--- src/include/rhpm_pkg.sv ---
/*
  Shared constants for the radio host pin mux: register offsets, field
  positions, reset values and the bit layout of the synchronised pin vector.
  Assumes a 32-bit classic Wishbone register bus decoded on 8 address bits.
*/
package rhpm_pkg;

  typedef logic [4:0]  rhpm_gpio_type;
  typedef logic [7:0]  rhpm_addr_type;
  typedef logic [31:0] rhpm_word_type;

  // Register byte offsets
  localparam rhpm_addr_type OFS_CTRL     = 8'h00;
  localparam rhpm_addr_type OFS_GPIO_DIR = 8'h04;
  localparam rhpm_addr_type OFS_GPIO_OUT = 8'h08;
  localparam rhpm_addr_type OFS_STATUS   = 8'h0C;

  // Control register fields
  localparam int CTRL_PCM_ROUTE    = 0;
  localparam int CTRL_CLK_MASTER   = 1;
  localparam int CTRL_FRAME_MASTER = 2;
  localparam int CTRL_WLAN_PULL    = 3;
  localparam int CTRL_RADIO_PULL   = 4;
  localparam int CTRL_GPIO0_ALERT  = 5;
  localparam int CTRL_W            = 6;

  // Reset values; a zero pull bit keeps the pull-down on
  localparam logic [5:0]    CTRL_RESET     = 6'h00;
  localparam rhpm_gpio_type GPIO_DIR_RESET = 5'h00;
  localparam rhpm_gpio_type GPIO_OUT_RESET = 5'h00;

  // Status register fields
  localparam int STAT_GPIO_LSB = 0;
  localparam int STAT_WLAN_EN  = 5;
  localparam int STAT_RADIO_EN = 6;

  // Positions in the synchronised pin vector
  localparam int SYN_CTS      = 0;
  localparam int SYN_RTS      = 1;
  localparam int SYN_HOST     = 2;
  localparam int SYN_DEV      = 3;
  localparam int SYN_RXD      = 4;
  localparam int SYN_ACLK     = 5;
  localparam int SYN_AFRM     = 6;
  localparam int SYN_ADIN     = 7;
  localparam int SYN_WLAN     = 8;
  localparam int SYN_RADIO    = 9;
  localparam int SYN_GPIO_LSB = 10;
  localparam int SYN_W        = 15;

  // Output enables are active low: low while the pin is driven
  function automatic logic rhpm_oe_n(input logic drive);
    return !drive;
  endfunction : rhpm_oe_n

endpackage : rhpm_pkg

--- src/include/rhpm_cfg_if.sv ---
/*
  Configuration and status bundle between the register file and the pin mux.
  Assumes both ends run on the same clock and reset.
*/
`timescale 1ns/1ns
interface rhpm_cfg_if;
  import rhpm_pkg::*;
  logic          pcmRoute;
  logic          clkMaster;
  logic          frameMaster;
  logic          wlanPullOff;
  logic          radioPullOff;
  logic          gpio0Alert;
  rhpm_gpio_type gpioDir;
  rhpm_gpio_type gpioOut;
  rhpm_gpio_type gpioIn;
  logic          wlanEn;
  logic          radioEn;

  modport regs (output pcmRoute, clkMaster, frameMaster, wlanPullOff, radioPullOff,
                output gpio0Alert, gpioDir, gpioOut,
                input  gpioIn, wlanEn, radioEn);
  modport core (input  pcmRoute, clkMaster, frameMaster, wlanPullOff, radioPullOff,
                input  gpio0Alert, gpioDir, gpioOut,
                output gpioIn, wlanEn, radioEn);
endinterface : rhpm_cfg_if

--- src/rhpm_pin_mux.sv ---
/*
  Pin function mux and section power/reset gating for a combo radio chip.
  Holds the Wishbone register file and the pin synchronisers.
  Assumes the radio, audio and WLAN cores run on clk; pins are asynchronous.
*/
`timescale 1ns/1ns
module rhpm_pin_mux (
  // Clock and reset
  input  wire logic                    clk,
  input  wire logic                    arst_n,
  // Wishbone slave
  input  wire logic                    wb_cyc_i,
  input  wire logic                    wb_stb_i,
  input  wire logic                    wb_we_i,
  input  wire rhpm_pkg::rhpm_addr_type  wb_adr_i,
  input  wire logic [3:0]              wb_sel_i,
  input  wire rhpm_pkg::rhpm_word_type  wb_dat_i,
  output rhpm_pkg::rhpm_word_type       wb_dat_o,
  output logic                         wb_ack_o,
  // Host control UART pins
  input  wire logic                    hci_uart_clear_to_send_n_i,
  output logic                         hci_uart_clear_to_send_n_o,
  output logic                         hci_uart_clear_to_send_n_oe_n,
  input  wire logic                    hci_uart_request_to_send_n_i,
  output logic                         hci_uart_request_to_send_n_o,
  output logic                         hci_uart_request_to_send_n_oe_n,
  input  wire logic                    hci_uart_serial_in,
  output logic                         hci_uart_serial_out,
  // Wake pins
  input  wire logic                    radio_host_alert_pin_i,
  output logic                         radio_host_alert_pin_o,
  output logic                         radio_host_alert_pin_oe_n,
  input  wire logic                    radio_device_alert_pin,
  // Dedicated audio pins
  input  wire logic                    audio_bit_clock_pin_i,
  output logic                         audio_bit_clock_pin_o,
  output logic                         audio_bit_clock_pin_oe_n,
  input  wire logic                    audio_frame_select_pin_i,
  output logic                         audio_frame_select_pin_o,
  output logic                         audio_frame_select_pin_oe_n,
  output logic                         audio_serial_out_pin,
  input  wire logic                    audio_serial_in_pin,
  // Power enables and pulls
  input  wire logic                    wlan_section_power_enable,
  input  wire logic                    radio_fm_section_power_enable,
  output logic                         wlanPullDownEn,
  output logic                         radioPullDownEn,
  // General-purpose pins
  input  wire rhpm_pkg::rhpm_gpio_type  gpioPinIn,
  output rhpm_pkg::rhpm_gpio_type       gpioPinOut,
  output rhpm_pkg::rhpm_gpio_type       gpioPinOeN,
  // Radio core side
  input  wire logic                    radioUartTxd,
  input  wire logic                    radioRxReady,
  input  wire logic                    radioHostAlert,
  output logic                         radioUartRxd,
  output logic                         radioTxPermit,
  output logic                         radioThreeWire,
  output logic                         radioDevAlert,
  // Audio core side
  input  wire logic                    audioClkOut,
  input  wire logic                    audioFrameOut,
  input  wire logic                    audioDataOut,
  output logic                         audioClkIn,
  output logic                         audioFrameIn,
  output logic                         audioDataIn,
  // WLAN core side, plus WLAN and radio section regulator and reset controls
  input  wire logic                    wlanHostAlert,
  output logic                         wlanRegulatorOn,
  output logic                         wlanSectionRstN,
  output logic                         radioRegulatorOn,
  output logic                         radioSectionRstN
);
  import rhpm_pkg::*;

  logic [1:0]       rstPipe_q;
  logic             rstN;
  logic [SYN_W-1:0] syn;
  rhpm_cfg_if       cfg ();

  always_ff @(posedge clk or negedge arst_n) begin
    if (!arst_n) begin
      rstPipe_q <= 2'h0;
    end else begin
      rstPipe_q <= {rstPipe_q[0], 1'b1};
    end
  end
  assign rstN = rstPipe_q[1];

  rhpm_wb_regs uRegs (
    .clk      (clk),
    .rstN     (rstN),
    .wb_cyc_i (wb_cyc_i),
    .wb_stb_i (wb_stb_i),
    .wb_we_i  (wb_we_i),
    .wb_adr_i (wb_adr_i),
    .wb_sel_i (wb_sel_i),
    .wb_dat_i (wb_dat_i),
    .wb_dat_o (wb_dat_o),
    .wb_ack_o (wb_ack_o),
    .cfg      (cfg.regs)
  );

  // Clear-to-send and serial in enter inverted, so the cleared pipeline after reset
  // reads as line idle and host holding off: no false start bit, no early transmit
  wire [SYN_W-1:0] rawPins = {gpioPinIn, radio_fm_section_power_enable, wlan_section_power_enable,
                              audio_serial_in_pin, audio_frame_select_pin_i, audio_bit_clock_pin_i,
                              !hci_uart_serial_in, radio_device_alert_pin, radio_host_alert_pin_i,
                              hci_uart_request_to_send_n_i, !hci_uart_clear_to_send_n_i};

  rhpm_pin_sync #(.WIDTH(SYN_W)) uSync (
    .clk   (clk),
    .rstN  (rstN),
    .pinIn (rawPins),
    .level (syn)
  );

  assign cfg.gpioIn  = syn[SYN_GPIO_LSB +: 5];
  assign cfg.wlanEn  = syn[SYN_WLAN];
  assign cfg.radioEn = syn[SYN_RADIO];

  // Next values of every pin; all registered together below so a routing
  // change lands on one edge and untouched outputs keep their source
  wire pcm        = cfg.pcmRoute;
  wire rtsDrive   = !pcm | cfg.clkMaster;
  wire rtsVal     = pcm ? audioClkOut : !radioRxReady;
  wire hostDrive  = !pcm | cfg.frameMaster;
  wire hostVal    = pcm ? audioFrameOut : radioHostAlert;
  wire clkDrive   = !pcm & cfg.clkMaster;
  wire frmDrive   = !pcm & cfg.frameMaster;
  wire clkInVal   = pcm ? syn[SYN_RTS] : syn[SYN_ACLK];
  wire frmInVal   = pcm ? syn[SYN_HOST] : syn[SYN_AFRM];
  wire dataInVal  = pcm ? syn[SYN_DEV] : syn[SYN_ADIN];
  // Flow control is ignored once its pins carry audio
  wire txPermit   = pcm | syn[SYN_CTS];
  wire devAlert   = !pcm & syn[SYN_DEV];
  wire rhpm_gpio_type gpioDrive = cfg.gpioDir | {4'h0, cfg.gpio0Alert};
  wire rhpm_gpio_type gpioVal   = {cfg.gpioOut[4:1], cfg.gpio0Alert ? wlanHostAlert : cfg.gpioOut[0]};

  always_ff @(posedge clk or negedge rstN) begin
    if (!rstN) begin
      hci_uart_clear_to_send_n_o      <= 1'b1;
      hci_uart_clear_to_send_n_oe_n   <= 1'b1;
      hci_uart_request_to_send_n_o    <= 1'b1;
      hci_uart_request_to_send_n_oe_n <= 1'b0;
      hci_uart_serial_out             <= 1'b1;
      radio_host_alert_pin_o          <= 1'b0;
      radio_host_alert_pin_oe_n       <= 1'b0;
      audio_bit_clock_pin_o           <= 1'b0;
      audio_bit_clock_pin_oe_n        <= 1'b1;
      audio_frame_select_pin_o        <= 1'b0;
      audio_frame_select_pin_oe_n     <= 1'b1;
      audio_serial_out_pin            <= 1'b0;
    end else begin
      hci_uart_clear_to_send_n_o      <= pcm ? audioDataOut : 1'b1;
      hci_uart_clear_to_send_n_oe_n   <= rhpm_oe_n(pcm);
      hci_uart_request_to_send_n_o    <= rtsVal;
      hci_uart_request_to_send_n_oe_n <= rhpm_oe_n(rtsDrive);
      hci_uart_serial_out             <= radioUartTxd;
      radio_host_alert_pin_o          <= hostVal;
      radio_host_alert_pin_oe_n       <= rhpm_oe_n(hostDrive);
      audio_bit_clock_pin_o           <= audioClkOut;
      audio_bit_clock_pin_oe_n        <= rhpm_oe_n(clkDrive);
      audio_frame_select_pin_o        <= audioFrameOut;
      audio_frame_select_pin_oe_n     <= rhpm_oe_n(frmDrive);
      audio_serial_out_pin            <= pcm ? 1'b0 : audioDataOut;
    end
  end

  always_ff @(posedge clk or negedge rstN) begin
    if (!rstN) begin
      radioUartRxd   <= 1'b1;
      radioTxPermit  <= 1'b0;
      radioThreeWire <= 1'b0;
      radioDevAlert  <= 1'b0;
      audioClkIn     <= 1'b0;
      audioFrameIn   <= 1'b0;
      audioDataIn    <= 1'b0;
    end else begin
      radioUartRxd   <= !syn[SYN_RXD];
      radioTxPermit  <= txPermit;
      radioThreeWire <= pcm;
      radioDevAlert  <= devAlert;
      audioClkIn     <= clkInVal;
      audioFrameIn   <= frmInVal;
      audioDataIn    <= dataInVal;
    end
  end

  // Sections stay powered down and in reset until their enable is seen high
  always_ff @(posedge clk or negedge rstN) begin
    if (!rstN) begin
      wlanRegulatorOn  <= 1'b0;
      wlanSectionRstN  <= 1'b0;
      radioRegulatorOn <= 1'b0;
      radioSectionRstN <= 1'b0;
      wlanPullDownEn   <= 1'b1;
      radioPullDownEn  <= 1'b1;
      gpioPinOut       <= GPIO_OUT_RESET;
      gpioPinOeN       <= 5'h1F;
    end else begin
      wlanRegulatorOn  <= syn[SYN_WLAN];
      wlanSectionRstN  <= syn[SYN_WLAN];
      radioRegulatorOn <= syn[SYN_RADIO];
      radioSectionRstN <= syn[SYN_RADIO];
      wlanPullDownEn   <= !cfg.wlanPullOff;
      radioPullDownEn  <= !cfg.radioPullOff;
      gpioPinOut       <= gpioVal;
      gpioPinOeN       <= ~gpioDrive;
    end
  end
endmodule : rhpm_pin_mux

--- src/rhpm_pin_sync.sv ---
/*
  Three-stage synchroniser for pins from outside the clock domain.
  A new level is taken only once the second and third stages agree.
  Assumes rstN is already synchronous to clk on release.
*/
`timescale 1ns/1ns
module rhpm_pin_sync #(
  parameter int WIDTH = 1
) (
  // Clock and reset
  input  wire logic             clk,
  input  wire logic             rstN,
  // Raw pins and filtered levels
  input  wire logic [WIDTH-1:0] pinIn,
  output logic      [WIDTH-1:0] level
);

  for (genvar i = 0; i < WIDTH; i++) begin : gBit
    logic [2:0] stg_q;
    logic       lvl_q;
    always_ff @(posedge clk or negedge rstN) begin
      if (!rstN) begin
        stg_q <= 3'h0;
        lvl_q <= 1'b0;
      end else begin
        stg_q <= {stg_q[1:0], pinIn[i]};
        // Stage 0 is never looked at here, only shifted on
        if (stg_q[1] == stg_q[2]) begin
          lvl_q <= stg_q[2];
        end
      end
    end
    assign level[i] = lvl_q;
  end

endmodule : rhpm_pin_sync

--- src/rhpm_wb_regs.sv ---
/*
  Classic Wishbone slave holding the pin mux configuration.
  Assumes a single-cycle classic master; answers every address one cycle
  after the request, unmapped ones with zero data and no write effect.
*/
`timescale 1ns/1ns
module rhpm_wb_regs (
  // Clock and reset
  input  wire logic                   clk,
  input  wire logic                   rstN,
  // Wishbone slave
  input  wire logic                   wb_cyc_i,
  input  wire logic                   wb_stb_i,
  input  wire logic                   wb_we_i,
  input  wire rhpm_pkg::rhpm_addr_type wb_adr_i,
  input  wire logic [3:0]             wb_sel_i,
  input  wire rhpm_pkg::rhpm_word_type wb_dat_i,
  output rhpm_pkg::rhpm_word_type      wb_dat_o,
  output logic                        wb_ack_o,
  // Configuration towards the mux
  rhpm_cfg_if.regs                    cfg
);
  import rhpm_pkg::*;

  logic [CTRL_W-1:0] ctrl_q;
  rhpm_gpio_type     dir_q;
  rhpm_gpio_type     out_q;
  logic              ack_q;
  rhpm_word_type     rdat_q;

  // Ack drops after one cycle so a held request is not taken twice
  wire req     = wb_cyc_i & wb_stb_i & !ack_q;
  wire wrLow   = req & wb_we_i & wb_sel_i[0];
  wire selCtrl = wb_adr_i == OFS_CTRL;
  wire selDir  = wb_adr_i == OFS_GPIO_DIR;
  wire selOut  = wb_adr_i == OFS_GPIO_OUT;
  wire selStat = wb_adr_i == OFS_STATUS;
  wire [6:0] statBits = {cfg.radioEn, cfg.wlanEn, cfg.gpioIn};
  wire rhpm_word_type rdWord = selCtrl ? {26'h0000000, ctrl_q} :
                               selDir  ? {27'h0000000, dir_q} :
                               selOut  ? {27'h0000000, out_q} :
                               selStat ? {25'h0000000, statBits} : 32'h00000000;

  always_ff @(posedge clk or negedge rstN) begin
    if (!rstN) begin
      ack_q  <= 1'b0;
      rdat_q <= 32'h00000000;
      ctrl_q <= CTRL_RESET;
      dir_q  <= GPIO_DIR_RESET;
      out_q  <= GPIO_OUT_RESET;
    end else begin
      ack_q <= req;
      if (req) begin
        rdat_q <= rdWord;
      end
      if (wrLow && selCtrl) begin
        ctrl_q <= wb_dat_i[CTRL_W-1:0];
      end
      if (wrLow && selDir) begin
        dir_q <= wb_dat_i[4:0];
      end
      if (wrLow && selOut) begin
        out_q <= wb_dat_i[4:0];
      end
    end
  end

  assign wb_ack_o         = ack_q;
  assign wb_dat_o         = rdat_q;
  assign cfg.pcmRoute     = ctrl_q[CTRL_PCM_ROUTE];
  assign cfg.clkMaster    = ctrl_q[CTRL_CLK_MASTER];
  assign cfg.frameMaster  = ctrl_q[CTRL_FRAME_MASTER];
  assign cfg.wlanPullOff  = ctrl_q[CTRL_WLAN_PULL];
  assign cfg.radioPullOff = ctrl_q[CTRL_RADIO_PULL];
  assign cfg.gpio0Alert   = ctrl_q[CTRL_GPIO0_ALERT];
  assign cfg.gpioDir      = dir_q;
  assign cfg.gpioOut      = out_q;

endmodule : rhpm_wb_regs

--- config.mk ---
export PLATFORM = sky130hd
export DESIGN_NAME = rhpm_pin_mux
export DESIGN_NICKNAME = d
export VERILOG_FILES = /design/src/include/rhpm_pkg.sv /design/src/include/rhpm_cfg_if.sv /design/src/rhpm_pin_mux.sv /design/src/rhpm_pin_sync.sv /design/src/rhpm_wb_regs.sv
export SDC_FILE = /design/constraint.sdc
export NUM_CORES = 1
export LEC_CHECK = 0
export BUFFER_PORTS_ARGS = -buffer_cell sky130_fd_sc_hd__buf_4
export CAP_MARGIN = 25
export CORE_MARGIN = 5
export CORE_UTILIZATION = 53
export DETAILED_ROUTE_END_ITERATION = 10
export PLACE_DENSITY = 0.83
export SYNTH_ARGS = -nofsm -noshare
export SYNTH_HDL_FRONTEND = slang
export SYNTH_HIERARCHICAL = 1
export SYNTH_SLANG_ARGS = --single-unit
--- constraint.sdc ---
create_clock -name clk -period 10.35 [get_ports clk]
set_clock_uncertainty 0.15 [all_clocks]
set_input_delay 0 -clock clk [delete_from_list [all_inputs] [get_ports clk]]
set_output_delay 0 -clock clk [all_outputs]
set_load 0.01 [all_outputs]
# Yosys cells after proc, flatten, opt, wreduce, memory -nomap -nowiden
# Index checks and enable logic that the tools add are counted.
[totals]
register_bits = 144
latchBits = 0
mem_bits_rw = 0
rom_bits = 0
output_inout_bits = 68
memories = 0
[op_classes]
addsub = 0
multipliers = 0
div_mod_pow = 0
magnitude_cmp = 0
n_eq_ne = 18
shift = 0
n_mux = 12
bitwise_logic = 12
reduce_logical = 16
[op_table]
columns = ["op", "n"]
rows = [
  ["$mux W32", 3],
  ["$eq A8 B4 Y1 const B", 2],
  ["$eq A1 B1 Y1", 15],
  ["$logic_not A1 Y1", 12],
  ["$eq A8 B3 Y1 const B", 1],
  ["$logic_not A8 Y1", 1],
  ["$mux W1", 8],
  ["$and A1 B1 Y1", 7],
  ["$mux W7", 1],
  ["$not A5 Y5", 1],
  ["$or A5 B1 Y5", 1],
  ["$logic_and A1 B1 Y1", 3],
  ["$or A1 B1 Y1", 3],
]

# Longest topological paths before layout
# Gate-level depths: netlist of the first run.
[logic_depth]
depth_word = 5
depth_mapped = 4
mapped_depth_nobuf = 3

# Cells and area by module
# Netlist of the first run, hierarchy kept.
[by_module_without_submodules]
columns = ["mod", "instances", "cells_per_inst", "area_each_um2", "seq_area_each_um2"]
rows = [
  ["rhpm_pin_sync", 1, 90, 1783.0, 1501.4],
  ["rhpm_wb_regs", 1, 98, 1313.8, 600.6],
  ["rhpm_pin_mux", 1, 65, 1081.0, 893.4],
]

# Least setup slack after synthesis of the first run
# Ideal clock, no wire load.
[synth_path]
kind = "reg2reg"
startpoint = "reg uRegs.ack_q (netlist: uRegs/wb_ack_o)"
endpoint = "reg uRegs.ctrl_q[0]"
setup_ps = 125
t_arrival_ps = 1588
required_time_ps = 10075
slack_ps = 8488
stages_incl_launch_ff = 4
n_path_buf = 0
period_less_slack_ps = 1862
cell_sequence = "dfrtp_1 -> nand3b_1 -> nor4_4 -> mux2_2"
[synth_between]
elab_chain_cells = 5
[synth_lines]
columns = ["element", "line", "source"]
rows = [
  ["start, declared", "rhpm_wb_regs.sv:28", "logic ack_q;"],
  ["start signal, assigned", "rhpm_wb_regs.sv:52", "ack_q <= req;"],
  ["$logic_not A1 Y1", "rhpm_wb_regs.sv:32", "wire req = wb_cyc_i & wb_stb_i & !ack_q;"],
  ["$and A1 B1 Y1", "rhpm_wb_regs.sv:32", ""],
  ["$and A1 B1 Y1 (2 in a row)", "rhpm_wb_regs.sv:33", "wire wrLow = req & wb_we_i & wb_sel_i[0];"],
  ["$logic_and A1 B1 Y1", "rhpm_wb_regs.sv:56", "if (wrLow && selCtrl) begin"],
  ["end signal, assigned", "rhpm_wb_regs.sv:57", "ctrl_q <= wb_dat_i[CTRL_W-1:0];"],
  ["end, declared", "rhpm_wb_regs.sv:25", "logic [CTRL_W-1:0] ctrl_q;"],
]
# No other way between the ends.
# A chain may end at the register's enable or synchronous reset.

# Worst setup path in the final report of the first run
[layout_path]
startpoint = "in wb_adr_i[0]"
endpoint = "reg uRegs.ctrl_q[0]"
[layout_between]
elab_chain_cells = 2
[layout_lines]
columns = ["element", "line", "source"]
rows = [
  ["start, declared", "rhpm_pin_mux.sv:15", "input wire rhpm_pkg::rhpm_addr_type wb_adr_i,"],
  ["$logic_not A8 Y1", "rhpm_wb_regs.sv:34", "wire selCtrl = wb_adr_i == OFS_CTRL;"],
  ["$logic_and A1 B1 Y1", "rhpm_wb_regs.sv:56", ""],
]
# No other way between the ends.

==> results of run 1 <==
## cell families after synthesis
logic type,count (synthesis),synth area share [%]
DFF,119,71.70
buffers and inverters,57,9.074
muxes,26,8.625
and+or+nand+nor,25,4.702
adders and majority gates,15,4.043
AOI/OAI and AO/OA,9,1.677
other,2,0.1798
## sequential cells by signal, indices dropped and copies added, names as in the netlist, 2 cells and up
| name | count |
|---|---|
| uSync/gBit.lvl_q | 15 |
| uRegs/cfg.gpioOut | 5 |
| uRegs/cfg.gpioDir | 5 |
| gpioPinOeN | 5 |
| rstPipe_q | 2 |
| uRegs/ctrl_q | 6 |
| uSync/gBit.stg_q | 45 |
| gpioPinOut | 5 |
| uRegs/wb_dat_o | 7 |
## worst max-delay path: cells and delay by family
kind / cells / cell delay (ns)
mux: 1 / 0.41
buf+inv: 4 / 1.94
simple gates: 2 / 0.95
## placed cells by master, fill, tap and decap left out, drive strengths merged
cell         synthesis  final
a22o                 5      5
a31oi                1      1
buf                 43     85
bufinv               0      2
clkbuf               3     23
clkinv               0      5
clkinvlp             0      1
conb                 2     26
dfrtp              105    105
dfstp               14     14
dlygate4sd3          0     63
inv                 11     11
maj3                15     15
mux2                21     21
mux4                 5      5
nand2                5      5
nand2b               1      1
nand3                1      1
nand3b               1      1
nand4b               2      2
nor2                 3      3
nor2b                2      2
nor3                 1      1
nor3b                1      1
nor4                 3      3
o21ai                1      1
o31ai                2      2
or2                  3      3
or4                  1      1
or4bb                1      1
## routing by layer
layer  wire length (um)  vias to the layer above
met5                  0                        -
met4                186                        0
met3                554                       18
met2               4416                       91
met1               2998                     1252
li1                   -                     1077
## power groups by stage
stage | registers, mW | clock network [mW] | logic, mW
after CTS | 0.502 | 0.561 | 0.0701
after global placement | 0.508 | 0 | 0.0513
final | 0.502 | 0.552 | 0.0707
after global routing | 0.505 | 0.588 | 0.0769
after detailed placement | 0.509 | 0 | 0.0531
after floorplan | 0.512 | 0 | 0.0365
## per-stage QoR
stage	util, %	hold slack (ns)	power (mW)
6_report	76.79	0.03735	1.124
5_1_grt	76.79	0.02463	1.170
4_1_cts	76.66	0.0004481	1.134
3_5_place_dp	61.13	-0.3655	0.5626
3_3_place_gp	61.13	-0.3668	0.5592
2_1_floorplan	-	-0.4456	0.5485
## final cells by class
type	instances	area [um2]	share of cell area, %
inverters	11	41.29	0.6994
clock inverters	8	96.34	1.632
clock buffers	23	476.7	8.075
multi-input cells	101	893.4	15.13
flip-flops and latches	119	2999	50.81
repair buffers	148	1269	21.49
well taps	102	127.6	2.162
## timing repair
item / 4_1_cts / 5_1_grt
gates resized for setup: 0 / 0
endpoints found under the hold margin: 48 / 1
hold buffers: 62 / 1
## synthesized netlist by cell type (2+ instances only)
master / instances / share of area [%]
nor2_1: 3 / 0.27
nor2b_1: 2 / 0.30
o31ai_1: 2 / 0.36
or2_2: 2 / 0.30
conb_1: 2 / 0.18
maj3_2: 15 / 4.0
clkbuf_1: 3 / 0.27
mux4_2: 5 / 2.7
buf_4: 42 / 7.5
inv_1: 11 / 0.99
dfrtp_1: 105 / 63
nand2_1: 5 / 0.45
nand4b_1: 2 / 0.42
mux2_2: 18 / 4.9
nor4_4: 3 / 1.5
mux2_4: 3 / 1.1
a22o_1: 5 / 1.0
dfstp_2: 14 / 8.8
## final timing paths
path                                           from                                end  cells after the start
min reg2reg                  rstPipe_q[1]$_DFF_PN0_  uSync/gBit[10].stg_q[1]$_DFF_PN0_                      0
min                              hci_uart_serial_in   uSync/gBit[4].stg_q[0]$_DFF_PN0_                      3
max                                     wb_adr_i[0]        uRegs/ctrl_q[0]$_DFFE_PN0P_                      7
max in group asynchronous    rstPipe_q[1]$_DFF_PN0_   uRegs/cfg.gpioDir[2]$_DFFE_PN0P_                      1
min in group asynchronous    rstPipe_q[1]$_DFF_PN0_  uSync/gBit[10].stg_q[1]$_DFF_PN0_                      0
max reg2reg                uRegs/wb_ack_o$_DFF_PN0_        uRegs/ctrl_q[0]$_DFFE_PN0P_                      4
==> impl_results.md, run 1 <==
* Met3 Use GR at just under 7%
* Status: complete, no violations
* Vias after detailed routing at around 2,400
* Hold/Removal Path Class: input pin to flip-flop
* Ratio of cells with drive above 1 in the final layout at roughly 43%
* Final HPWL DP at 4.708 mm
* First-pass detailed-route iteration total at 4
* First-pass GRT wire length at 13.60 mm
* Routed WL at between 8 and 9 mm
* Starting density of the core at ~54%
* Clk pwr share at ~50%
* I/O pin count at between 100 and 150
* Fin crit share at between 20 and 30%
* Postcts setup bufs at 0
* Startpoint types: input pin
* CP peak stage delay at around 0.7 ns
* Critical path's slowest cell: dlygate4sd3_1
* CTS tree: done
* Actual slew at the worst max-slew pin at 0.8461 ns
* Clock sinks at ~120
* CP most frequent cell: dlygate4sd3_1
* #FFs+latches synth at approximately 120
* Grt met2 use at 31.04%
* Maximum clock rate at around 330 MHz
* Vias in the first global route at 2,727
* Clock buffer depth at 2
* TNS Setup at 0 ns
* H-tree levels at 4
* CTS Buf Count at 17
* Max_cap viols at 0
* Wire per inst at around 16 um
* Placed cell area at roughly 4700 um2
* CP Class: input pin to flip-flop
* Async SR Flop Fraction at between 90% and 100%
* Worst vdd ir at 134.5 uV
* Gr busiest metal: met2
* Post-DRT Antenna Nets at 0
* Slew HR at between 40% and 50%
* Seq/Total Area, Yosys at a little under three quarters
* Core footprint at about 7700 um2
* Clock Latency Late Sink at approximately 0.50 ns
* P_sw at around 0.23 mW
* Initial antenna violation count at 0
* CTS root buf: clkbuf_8
* Fin cells at 512
* Final #Nets at 469
* Syn avg cell area at ~17 um2
* Die width at between 90 and 100 um
* Combinational share of power at under 10%
* Largest net degree at the start of global routing at 74
* Area of the mapped netlist at around 4200 um2
* Final Hold Vio Count at 0
* DRC at 0
* Internal power at between 0.8 and 0.9 mW
* Ys flop type: dfrtp_1
* CP endpoint kind: flip-flop
* Pwr dens at 190.4 nW/um2
* Largest fanout on the critical path at 6
* Synthesis Warnings at 6
* Reg clk slew, reported paths at about 0.050 ns
* Sw frac at between 20 and 25%
* Post-Place Cells at roughly 420
* Setup WS post-layout at roughly 7.3 ns
* Critical Path RT at 10.58 ns
* CP Cell Sequence: dlygate4sd3_1, buf_4, or4_4, dlygate4sd3_1, nor4_4, mux2_2, dlygate4sd3_1
* Final Slew Violations at 0
* Post-Layout Inst Area at about 5900 um2
* Distinct cells, synth at 29
* RSZ-0062 raised after global routing: false
* M1 GR Usage at approximately a fifth
* Gate Count Post-Synth at approximately 250
* Syn-to-layout area delta at 41.30%
* Die Span Y at between 90 and 100 um
* Vias per inst at approximately 4.8
* Fillers at roughly 440
* RD Place Congestion at 0.7641
* Final setup vio count at 0
* Worst EP arrival at 3.29 ns
* Drt first-iter violations at 106
* Antenna diode count at 0
* Lkg Pwr at between 2 and 3 nW
* Die area at 9758 um2
* Tmin final at roughly 3.1 ns
* Sequential power share at roughly 45%
* Dpl ws at about 8 ns
* # port buffers at 84
* Overflow after GRT at 0
* Row Count at 32
* GRT Overall Usage at a little under a fifth
* Post-synth EDFFs at 0
* Internal reg-to-reg setup slack at around 7.4 ns
(Power assumes the default switching activity.)
==> run 2: changes to the inputs <==
--- a/config.mk
+++ b/config.mk
@@ -5,12 +5,13 @@
 export SDC_FILE = /design/constraint.sdc
 export NUM_CORES = 1
 export LEC_CHECK = 0
+export ABC_AREA = 1
 export BUFFER_PORTS_ARGS = -buffer_cell sky130_fd_sc_hd__buf_4
 export CAP_MARGIN = 25
 export CORE_MARGIN = 5
-export CORE_UTILIZATION = 53
+export CORE_UTILIZATION = 45
 export DETAILED_ROUTE_END_ITERATION = 10
-export PLACE_DENSITY = 0.83
+export PLACE_DENSITY = 0.75
 export SYNTH_ARGS = -nofsm -noshare
 export SYNTH_HDL_FRONTEND = slang
 export SYNTH_HIERARCHICAL = 1
==> constraint.sdc (replaced) <==
create_clock -name clk -period 2.7 [get_ports clk]
set_clock_uncertainty 0.15 [all_clocks]
set_input_delay 0 -clock clk [delete_from_list [all_inputs] [get_ports clk]]
set_output_delay 0 -clock clk [all_outputs]
set_load 0.01 [all_outputs]
==> impl_results.md, run 2 <==
* Sw frac at 20.13% (was 20.44%)
* TNS Setup at 0 ns (unchanged)
* Internal power at 3.859 mW (was 0.8942 mW)
* Max FFs per register at 45 (unchanged)
* GRT Overall Usage at 16.66% (was 18.24%)
* Die width at 108.8 um (was 98.79 um)
* Yosys top cell area share at 59.78% (was 62.89%)
* Internal reg-to-reg setup slack at 0.26 ns (was 7.41 ns)
* Antenna diode count at 0 (unchanged)
* Seq/Total Area, Yosys at 68.15% (was 71.70%)
* Startpoint types: input pin (unchanged)
* Tot Pwr at 4.831 mW (was 1.124 mW)
* Postcts setup bufs at 0 (unchanged)
* CTS root buf: clkbuf_8 (unchanged)
* Top delay family on crit path: buffers and inverters (unchanged)
* Synth top area cells: dfrtp_1 (60%), dfstp_2 (8.4%), buf_4 (7.2%), nand2_1 (5.6%), inv_1 (3.5%) (was dfrtp_1 (63%), dfstp_2 (8.8%), buf_4 (7.5%), mux2_2 (4.9%), maj3_2 (4.0%))
* Vias in the first global route at 3,101 (was 2,727)
* Most flop-heavy register: uSync/gBit.stg_q (unchanged)
* Pwr dens at 751.8 nW/um2 (was 190.4 nW/um2)
* Most numerous cell in the Yosys netlist: dfrtp_1 (unchanged)
* Overflow after GRT at 0 (unchanged)
* # port buffers at 84 (unchanged)
* Critical Path RT at 2.99 ns (was 10.58 ns)
* Lkg Pwr at 3.133 nW (was 2.801 nW)
* Ratio of cells with drive above 1 in the final layout at 29.08% (was 42.93%)
* Hold/Removal Path Class: input pin to flip-flop (unchanged)
* Clk pwr share at 53.7% (was 49.1%)
* Top cells by count, synth: dfrtp_1 (105), nand2_1 (66), buf_4 (42) (was dfrtp_1 (105), buf_4 (42), mux2_2 (18))
* Most frequent cells in the layout: dfrtp_1 (104), buf_4 (85), dlygate4sd3_1 (77) (was dfrtp_1 (104), buf_4 (85), dlygate4sd3_1 (63))
* Slew HR at 62.68% (was 43.59%)
* Sequential cell area at 2999 um2 (unchanged)
* Wire per inst at 13.23 um (was 15.93 um)
* Synthesis Warnings at 6 (unchanged)
* Final HPWL DP at 5.583 mm (was 4.708 mm)
* Final Util at 66.67% (was 76.79%)
* CTS Buf Count at 17 (unchanged)
* Setup WS post-layout at 0.09040 ns (was 7.287 ns)
* Buf/Inv on CP at 6 (was 4)
* Vias per inst at 4.377 (was 4.762)
* CP most frequent cell: dlygate4sd3_1 (unchanged)
* Clock sinks at 119 (unchanged)
* Critical path's slowest cell: dlygate4sd3_1 (unchanged)
* Fin crit share at between 90% and 100%
* Synth area leader: dfrtp_1 (unchanged)
* Drt first-iter violations at 121 (was 106)
* Final setup vio count at 0 (unchanged)
* First-pass GRT wire length at 14.77 mm (was 13.60 mm)
* Final Hold Vio Count at 0 (unchanged)
* CTS tree: done (unchanged)
* Worst vdd ir at 500.2 uV (was 134.5 uV)
* Clock Latency Late Sink at 0.51 ns (was 0.50 ns)
* #FFs+latches synth at 119 (unchanged)
* Clock buffer depth at 2 (unchanged)
* Async SR Flop Fraction at 100.0% (unchanged)
* Reg clk slew, reported paths at 0.06 ns (was 0.05 ns)
* Final Slew Violations at 0 (unchanged)
* Largest net degree at the start of global routing at 70 (was 74)
* Vias after detailed routing at 3,020 (was 2,438)
* Sequential power share at 39.7% (was 44.6%)
* Tmin final at ~2.6 ns
* Dpl ws at 1.039 ns (was 8.021 ns)
* CP endpoint kind: flip-flop (unchanged)
* Initial antenna violation count at 0 (unchanged)
* Gate Count Post-Synth at 384 (was 253)
* First-pass detailed-route iteration total at 4 (unchanged)
* Row Count at 36 (was 32)
* Die area at 11,840 um2 (was 9758 um2)
* Post-Place Cells at 581 (was 418)
* CP peak stage delay at 0.58 ns (was 0.71 ns)
* H-tree levels at 4 (unchanged)
* Ys flop type: dfrtp_1 (unchanged)
* Post-DRT Antenna Nets at 0 (unchanged)
* I/O pin count at 139 (unchanged)
* Post-synth EDFFs at 0 (unchanged)
* Maximum clock rate at approximately 380 MHz
* Combinational share of power at 6.6% (was 6.3%)
* Distinct cells, synth at 25 (was 29)
* Area of the mapped netlist at 4395 um2 (was 4178 um2)
* P_sw at 0.9723 mW (was 0.2298 mW)
* Syn-to-layout area delta at 46.20% (was 41.30%)
* Actual slew at the worst max-slew pin at 0.5598 ns (was 0.8461 ns)
* Routed WL at 9.126 mm (was 8.155 mm)
* Most common cell after layout, fill and taps aside: dfrtp_1 (unchanged)
* CP Cell Sequence: dlygate4sd3_1, buf_4, inv_1, nand2_2, nor2_2, dlygate4sd3_1, nand3_1, dlygate4sd3_1, o21ai_0, dlygate4sd3_1 (was dlygate4sd3_1, buf_4, or4_4, dlygate4sd3_1, nor4_4, mux2_2, dlygate4sd3_1)
* DRC at 0 (unchanged)
* Die Span Y at 108.8 um (was 98.79 um)
* RD Place Congestion at 0.8751 (was 0.7641)
* Largest fanout on the critical path at 4 (was 6)
* Max_cap viols at 0 (unchanged)
* Worst EP arrival at 2.90 ns (was 3.29 ns)
* Status: complete, no violations (unchanged)
* RSZ-0062 raised after global routing: false (unchanged)
* Final #Nets at 615 (was 469)
* Fillers at 751 (was 438)
* Multi-input gate area at 965.9 um2 (was 893.4 um2)
* Syn avg cell area at 11.45 um2 (was 16.51 um2)
* Core footprint at 9639 um2 (was 7687 um2)
* Starting density of the core at 45.60% (was 54.35%)
* CP Class: input pin to flip-flop (unchanged)
* Fin cells at 690 (was 512)
[run 2: cell types whose count changed in the layout (fill, tap and decap cells not counted), moves of 6 or more]
| cell | change |
|---|---|
| a21oi_1 | +22 |
| dlygate4sd3_1 | +14 |
| inv_1 | +30 |
| maj3_2 | -15 |
| mux2_2 | -18 |
| nand2_1 | +61 |
| nand2_2 | +7 |
| nand3_1 | +17 |
| nor2_1 | +20 |
| nor2_4 | +6 |
| o21ai_1 | +10 |
[run 2: final timing paths]
path,start,to,cells past startpoint
max in group asynchronous,rstPipe_q[1]$_DFF_PN0_,hci_uart_clear_to_send_n_o$_DFF_PN1_,1
min reg2reg,rstPipe_q[1]$_DFF_PN0_,uSync/gBit[5].stg_q[0]$_DFF_PN0_,1
min in group asynchronous,rstPipe_q[1]$_DFF_PN0_,uSync/gBit[5].stg_q[0]$_DFF_PN0_,1
max reg2reg,uRegs/wb_ack_o$_DFF_PN0_,uRegs/wb_dat_o[6]$_DFFE_PN0N_,6
min,hci_uart_clear_to_send_n_i,uSync/gBit[0].stg_q[0]$_DFF_PN0_,3
max,wb_adr_i[1],uRegs/wb_dat_o[6]$_DFFE_PN0N_,10
[run 2: layout make-up]
| cell class | instances | area share, % |
|---|---|---|
| multi-input cells | 198 | 15.03 |
| well taps | 133 | 2.590 |
| clock buffers | 19 | 6.873 |
| repair buffers | 163 | 22.24 |
| inverters | 45 | 2.726 |
| clock inverters | 13 | 3.875 |
| flip-flops and latches | 119 | 46.67 |
[run 2: worst min-delay path: stages]
cell	delay, ns
dlygate4sd3_1	0.53
buf_4	0.10
inv_1	0.03
[run 2: power groups by stage]
stage / Clock, mW / Sequential (mW) / Combinational (mW)
CTS: 2.64 / 1.92 / 0.319
detailed placement: 0 / 1.95 / 0.244
global route: 2.73 / 1.93 / 0.354
global placement: 0 / 1.94 / 0.236
finish: 2.59 / 1.92 / 0.317
floorplan: 0 / 1.97 / 0.152
[run 2: per-stage QoR]
stage          instance area, um2  hold slack [ns]
5_1_grt                      6426          0.02822
3_5_place_dp                 4960          -0.3657
4_1_cts                      6411         0.005403
6_report                     6426          0.03407
3_3_place_gp                 4960          -0.3667
2_1_floorplan                4487          -0.4456
[run 2: cell families (layout without fill, tap and decap cells)]
group	after synthesis	count (layout)	synth area share, %
AO/OA/AOI/OAI	44	44	5.722
other	2	26	0.1709
flip-flops	119	119	68.15
AND/OR/NAND/NOR	128	128	13.98
buffers and inverters	91	240	11.98
[run 2: timing repair]
| item | in CTS | in global routing |
|---|---|---|
| hold buffers | 76 | 3 |
| endpoints found under the hold margin | 49 | 2 |
| setup endpoints to repair | 0 | 1 |
| gates resized for setup | 0 | 2 |
[run 2: metal layers]
layer | global-route usage [%] | routed length, um
met1 | 18.91 | 3536
met5 | 0 | 0
met3 | 5.269 | 588
met4 | 8.476 | 209
met2 | 28.29 | 4791
==> run 3: changes to the inputs <==
--- a/config.mk
+++ b/config.mk
@@ -9,9 +9,9 @@
 export BUFFER_PORTS_ARGS = -buffer_cell sky130_fd_sc_hd__buf_4
 export CAP_MARGIN = 25
 export CORE_MARGIN = 5
-export CORE_UTILIZATION = 45
+export CORE_UTILIZATION = 50
 export DETAILED_ROUTE_END_ITERATION = 10
-export PLACE_DENSITY = 0.75
+export PLACE_DENSITY = 0.79
 export SYNTH_ARGS = -nofsm -noshare
 export SYNTH_HDL_FRONTEND = slang
 export SYNTH_HIERARCHICAL = 1
==> constraint.sdc (replaced) <==
create_clock -name clk -period 2.52 [get_ports clk]
set_clock_uncertainty 0.15 [all_clocks]
set_input_delay 0 -clock clk [delete_from_list [all_inputs] [get_ports clk]]
set_output_delay 0 -clock clk [all_outputs]
set_load 0.01 [all_outputs]
==> impl_results.md, run 3 (synthesis results as in run 2) <==
* Status: complete, no violations (unchanged)
* Vias per inst at 4.607 (was 4.377)
* Ratio of cells with drive above 1 in the final layout at 28.57% (was 29.08%)
* Slew HR at 63.81% (was 62.68%)
* I/O pin count at 139 (unchanged)
* Placed cell area at 4928 um2 (was 4960 um2)
* Crit Reg-Reg Endpoint: uRegs/cfg.gpioOut[0]$_DFFE_PN0P_ (was uRegs/wb_dat_o[6]$_DFFE_PN0N_)
* Reg clk slew, reported paths at 0.05 ns (was 0.06 ns)
* Antenna diode count at 0 (unchanged)
* Largest net degree at the start of global routing at 50 (was 70)
* First-pass detailed-route iteration total at 4 (unchanged)
* Die area at 10,770 um2 (was 11,840 um2)
* CP Class: input pin to flip-flop (unchanged)
* Max_cap viols at 0 (unchanged)
* Syn-to-layout area delta at 42.10% (was 46.20%)
* Final #Nets at 611 (was 615)
* Lkg Pwr at 3.054 nW (was 3.133 nW)
* TNS Setup at 0 ns (unchanged)
* CTS Buf Count at 17 (unchanged)
* Clock sinks at 119 (unchanged)
* CP endpoint kind: flip-flop (unchanged)
* Actual slew at the worst max-slew pin at 0.5429 ns (was 0.5598 ns)
* RSZ-0062 raised after global routing: false (unchanged)
* CP most frequent cell: dlygate4sd3_1 (unchanged)
* Setup WS post-layout at 0.1522 ns (was 0.09040 ns)
* Hold/Removal Path Class: input pin to flip-flop (unchanged)
* First-pass GRT wire length at 15.33 mm (was 14.77 mm)
* Most common cell after layout, fill and taps aside: dfrtp_1 (unchanged)
* Final setup vio count at 0 (unchanged)
* CTS tree: done (unchanged)
* Startpoint types: input pin (unchanged)
* Buf/Inv on CP at 5 (was 6)
* Worst Hold Depth at 3 (unchanged)
* Core footprint at 8636 um2 (was 9639 um2)
* Final Slew Violations at 0 (unchanged)
* Critical Path RT at 2.75 ns (was 2.99 ns)
* Internal reg-to-reg setup slack at 0.42 ns (was 0.26 ns)
* Row Count at 34 (was 36)
* Routed WL at 9.177 mm (was 9.126 mm)
* Dpl ws at 0.8586 ns (was 1.039 ns)
* HP Start: hci_uart_clear_to_send_n_i (unchanged)
* Resized cells post-CTS at 0 (unchanged)
* Largest fanout on the critical path at 14 (was 4)
* Pwr dens at 755.3 nW/um2 (was 751.8 nW/um2)
* H-tree levels at 4 (unchanged)
* Worst reg2reg startpoint: uRegs/wb_ack_o$_DFF_PN0_ (unchanged)
* DRC at 0 (unchanged)
* Starting density of the core at 50.90% (was 45.60%)
* Drt first-iter violations at 146 (was 121)
* Max FFs per register at 45 (unchanged)
* Postcts setup bufs at 0 (unchanged)
* Final Hold Vio Count at 0 (unchanged)
* Worst EP arrival at 2.60 ns (was 2.90 ns)
* Hold endpoint: uSync/gBit[0].stg_q[0]$_DFF_PN0_ (unchanged)
* Clock buffer depth at 2 (unchanged)
* Top delay family on crit path: buffers and inverters (unchanged)
* Vias after detailed routing at 3,045 (was 3,020)
* Post-Layout Inst Area at 6246 um2 (was 6426 um2)
* Most frequent cells in the layout: dfrtp_1 (104), buf_4 (85), dlygate4sd3_1 (73) (was dfrtp_1 (104), buf_4 (85), dlygate4sd3_1 (77))
* Overflow after GRT at 0 (unchanged)
* Wire per inst at 13.88 um (was 13.23 um)
* Most flop-heavy register: uSync/gBit.stg_q (unchanged)
* RD Place Congestion at 0.8342 (was 0.8751)
* Critical path's slowest cell: dlygate4sd3_1 (unchanged)
* Tmin final at 2.368 ns
* Vias in the first global route at 3,253 (was 3,101)
* GRT Overall Usage at 17.71% (was 16.66%)
* CTS root buf: clkbuf_8 (unchanged)
* Maximum clock rate at around 420 MHz
* Final HPWL DP at 5.521 mm (was 5.583 mm)
* Initial antenna violation count at 0 (unchanged)
* Clock Latency Late Sink at 0.50 ns (was 0.51 ns)
* # port buffers at 84 (unchanged)
* FF-to-FF path depth at 7 (was 6)
* Post-DRT Antenna Nets at 0 (unchanged)
* Die width at 103.8 um (was 108.8 um)
* CP peak stage delay at 0.71 ns (was 0.58 ns)
* Worst vdd ir at 450.3 uV (was 500.2 uV)
* Die Span Y at 103.8 um (was 108.8 um)
* CP Cell Sequence: dlygate4sd3_1, buf_4, nor2_4, dlygate4sd3_1, nand2_4, inv_4, nand3_4, dlygate4sd3_1, nand2_1, o21ai_1 (was dlygate4sd3_1, buf_4, inv_1, nand2_2, nor2_2, dlygate4sd3_1, nand3_1, dlygate4sd3_1, o21ai_0, dlygate4sd3_1)
* Fin crit share at 93.96%
## run 3: cell count changes in the layout (fill, tap and decap cells not counted), sizes merged
cell and change:
dlygate4sd3 -4, clkbuf +6, bufinv -5, clkinv -2
clkinvlp +1
## run 3: through the flow
step	utilization (%)	std cells	total power, mW	hold WS (ns)
after floorplan	-	408	2.276	-0.4456
after global placement	57.07	556	2.332	-0.3677
after detailed placement	57.07	556	2.349	-0.3656
after CTS	72.33	661	4.756	0.002148
after global routing	72.33	661	4.895	0.03008
final	72.33	661	4.717	0.02732
## run 3: metal layers
metal / part of all wire [%] / global-route usage [%]
met2: 54 / 30.65
met5: 0 / 0
met1: 38 / 20.58
met4: 1.7 / 7.678
met3: 6.5 / 4.789
## run 3: cell type report
cell class                 count  area, um2
fill                         589       2390
clock inverter                 7      92.59
tap                          108      135.1
multi-input combinational    198      963.4
timing repair buffer         159       1389
sequential                   119       2999
clock buffer                  25      494.2
inverter                      45      172.7
## run 3: power breakdown
part | total, mW | switching (mW) | internal, mW
clock | 2.32 | 0.788 | 1.53
sequential | 2.07 | 0.0632 | 2.01
combinational | 0.325 | 0.153 | 0.172
total | 4.72 | 1.00 | 3.71
## run 3: worst min-delay path: stages
cell and delay, ns:
dlygate4sd3_1 0.53, buf_4 0.10, inv_1 0.03
## run 3: worst max-delay path by stage
stage | startpoint | to | slack, ns | cells past startpoint
floorplan | rstPipe_q[1]$_DFF_PN0_ | audioClkIn$_DFF_PN0_ | 0.40 | 0
global placement | uRegs/wb_ack_o$_DFF_PN0_ | uRegs/ctrl_q[0]$_DFFE_PN0P_ | 0.92 | 6
detailed placement | uRegs/wb_ack_o$_DFF_PN0_ | uRegs/ctrl_q[0]$_DFFE_PN0P_ | 0.86 | 6
CTS | wb_adr_i[0] | uRegs/cfg.gpioDir[4]$_DFFE_PN0P_ | 0.14 | 10
global route | wb_adr_i[4] | uRegs/wb_dat_o[0]$_DFFE_PN0N_ | 0.07 | 10
finish | wb_adr_i[4] | uRegs/cfg.gpioOut[0]$_DFFE_PN0P_ | 0.15 | 10
## run 3: what timing repair did
| action | CTS | global route |
|---|---|---|
| hold endpoints to repair | 49 | 1 |
| hold buffers | 73 | 1 |
| endpoints found under the setup margin | 0 | 5 |
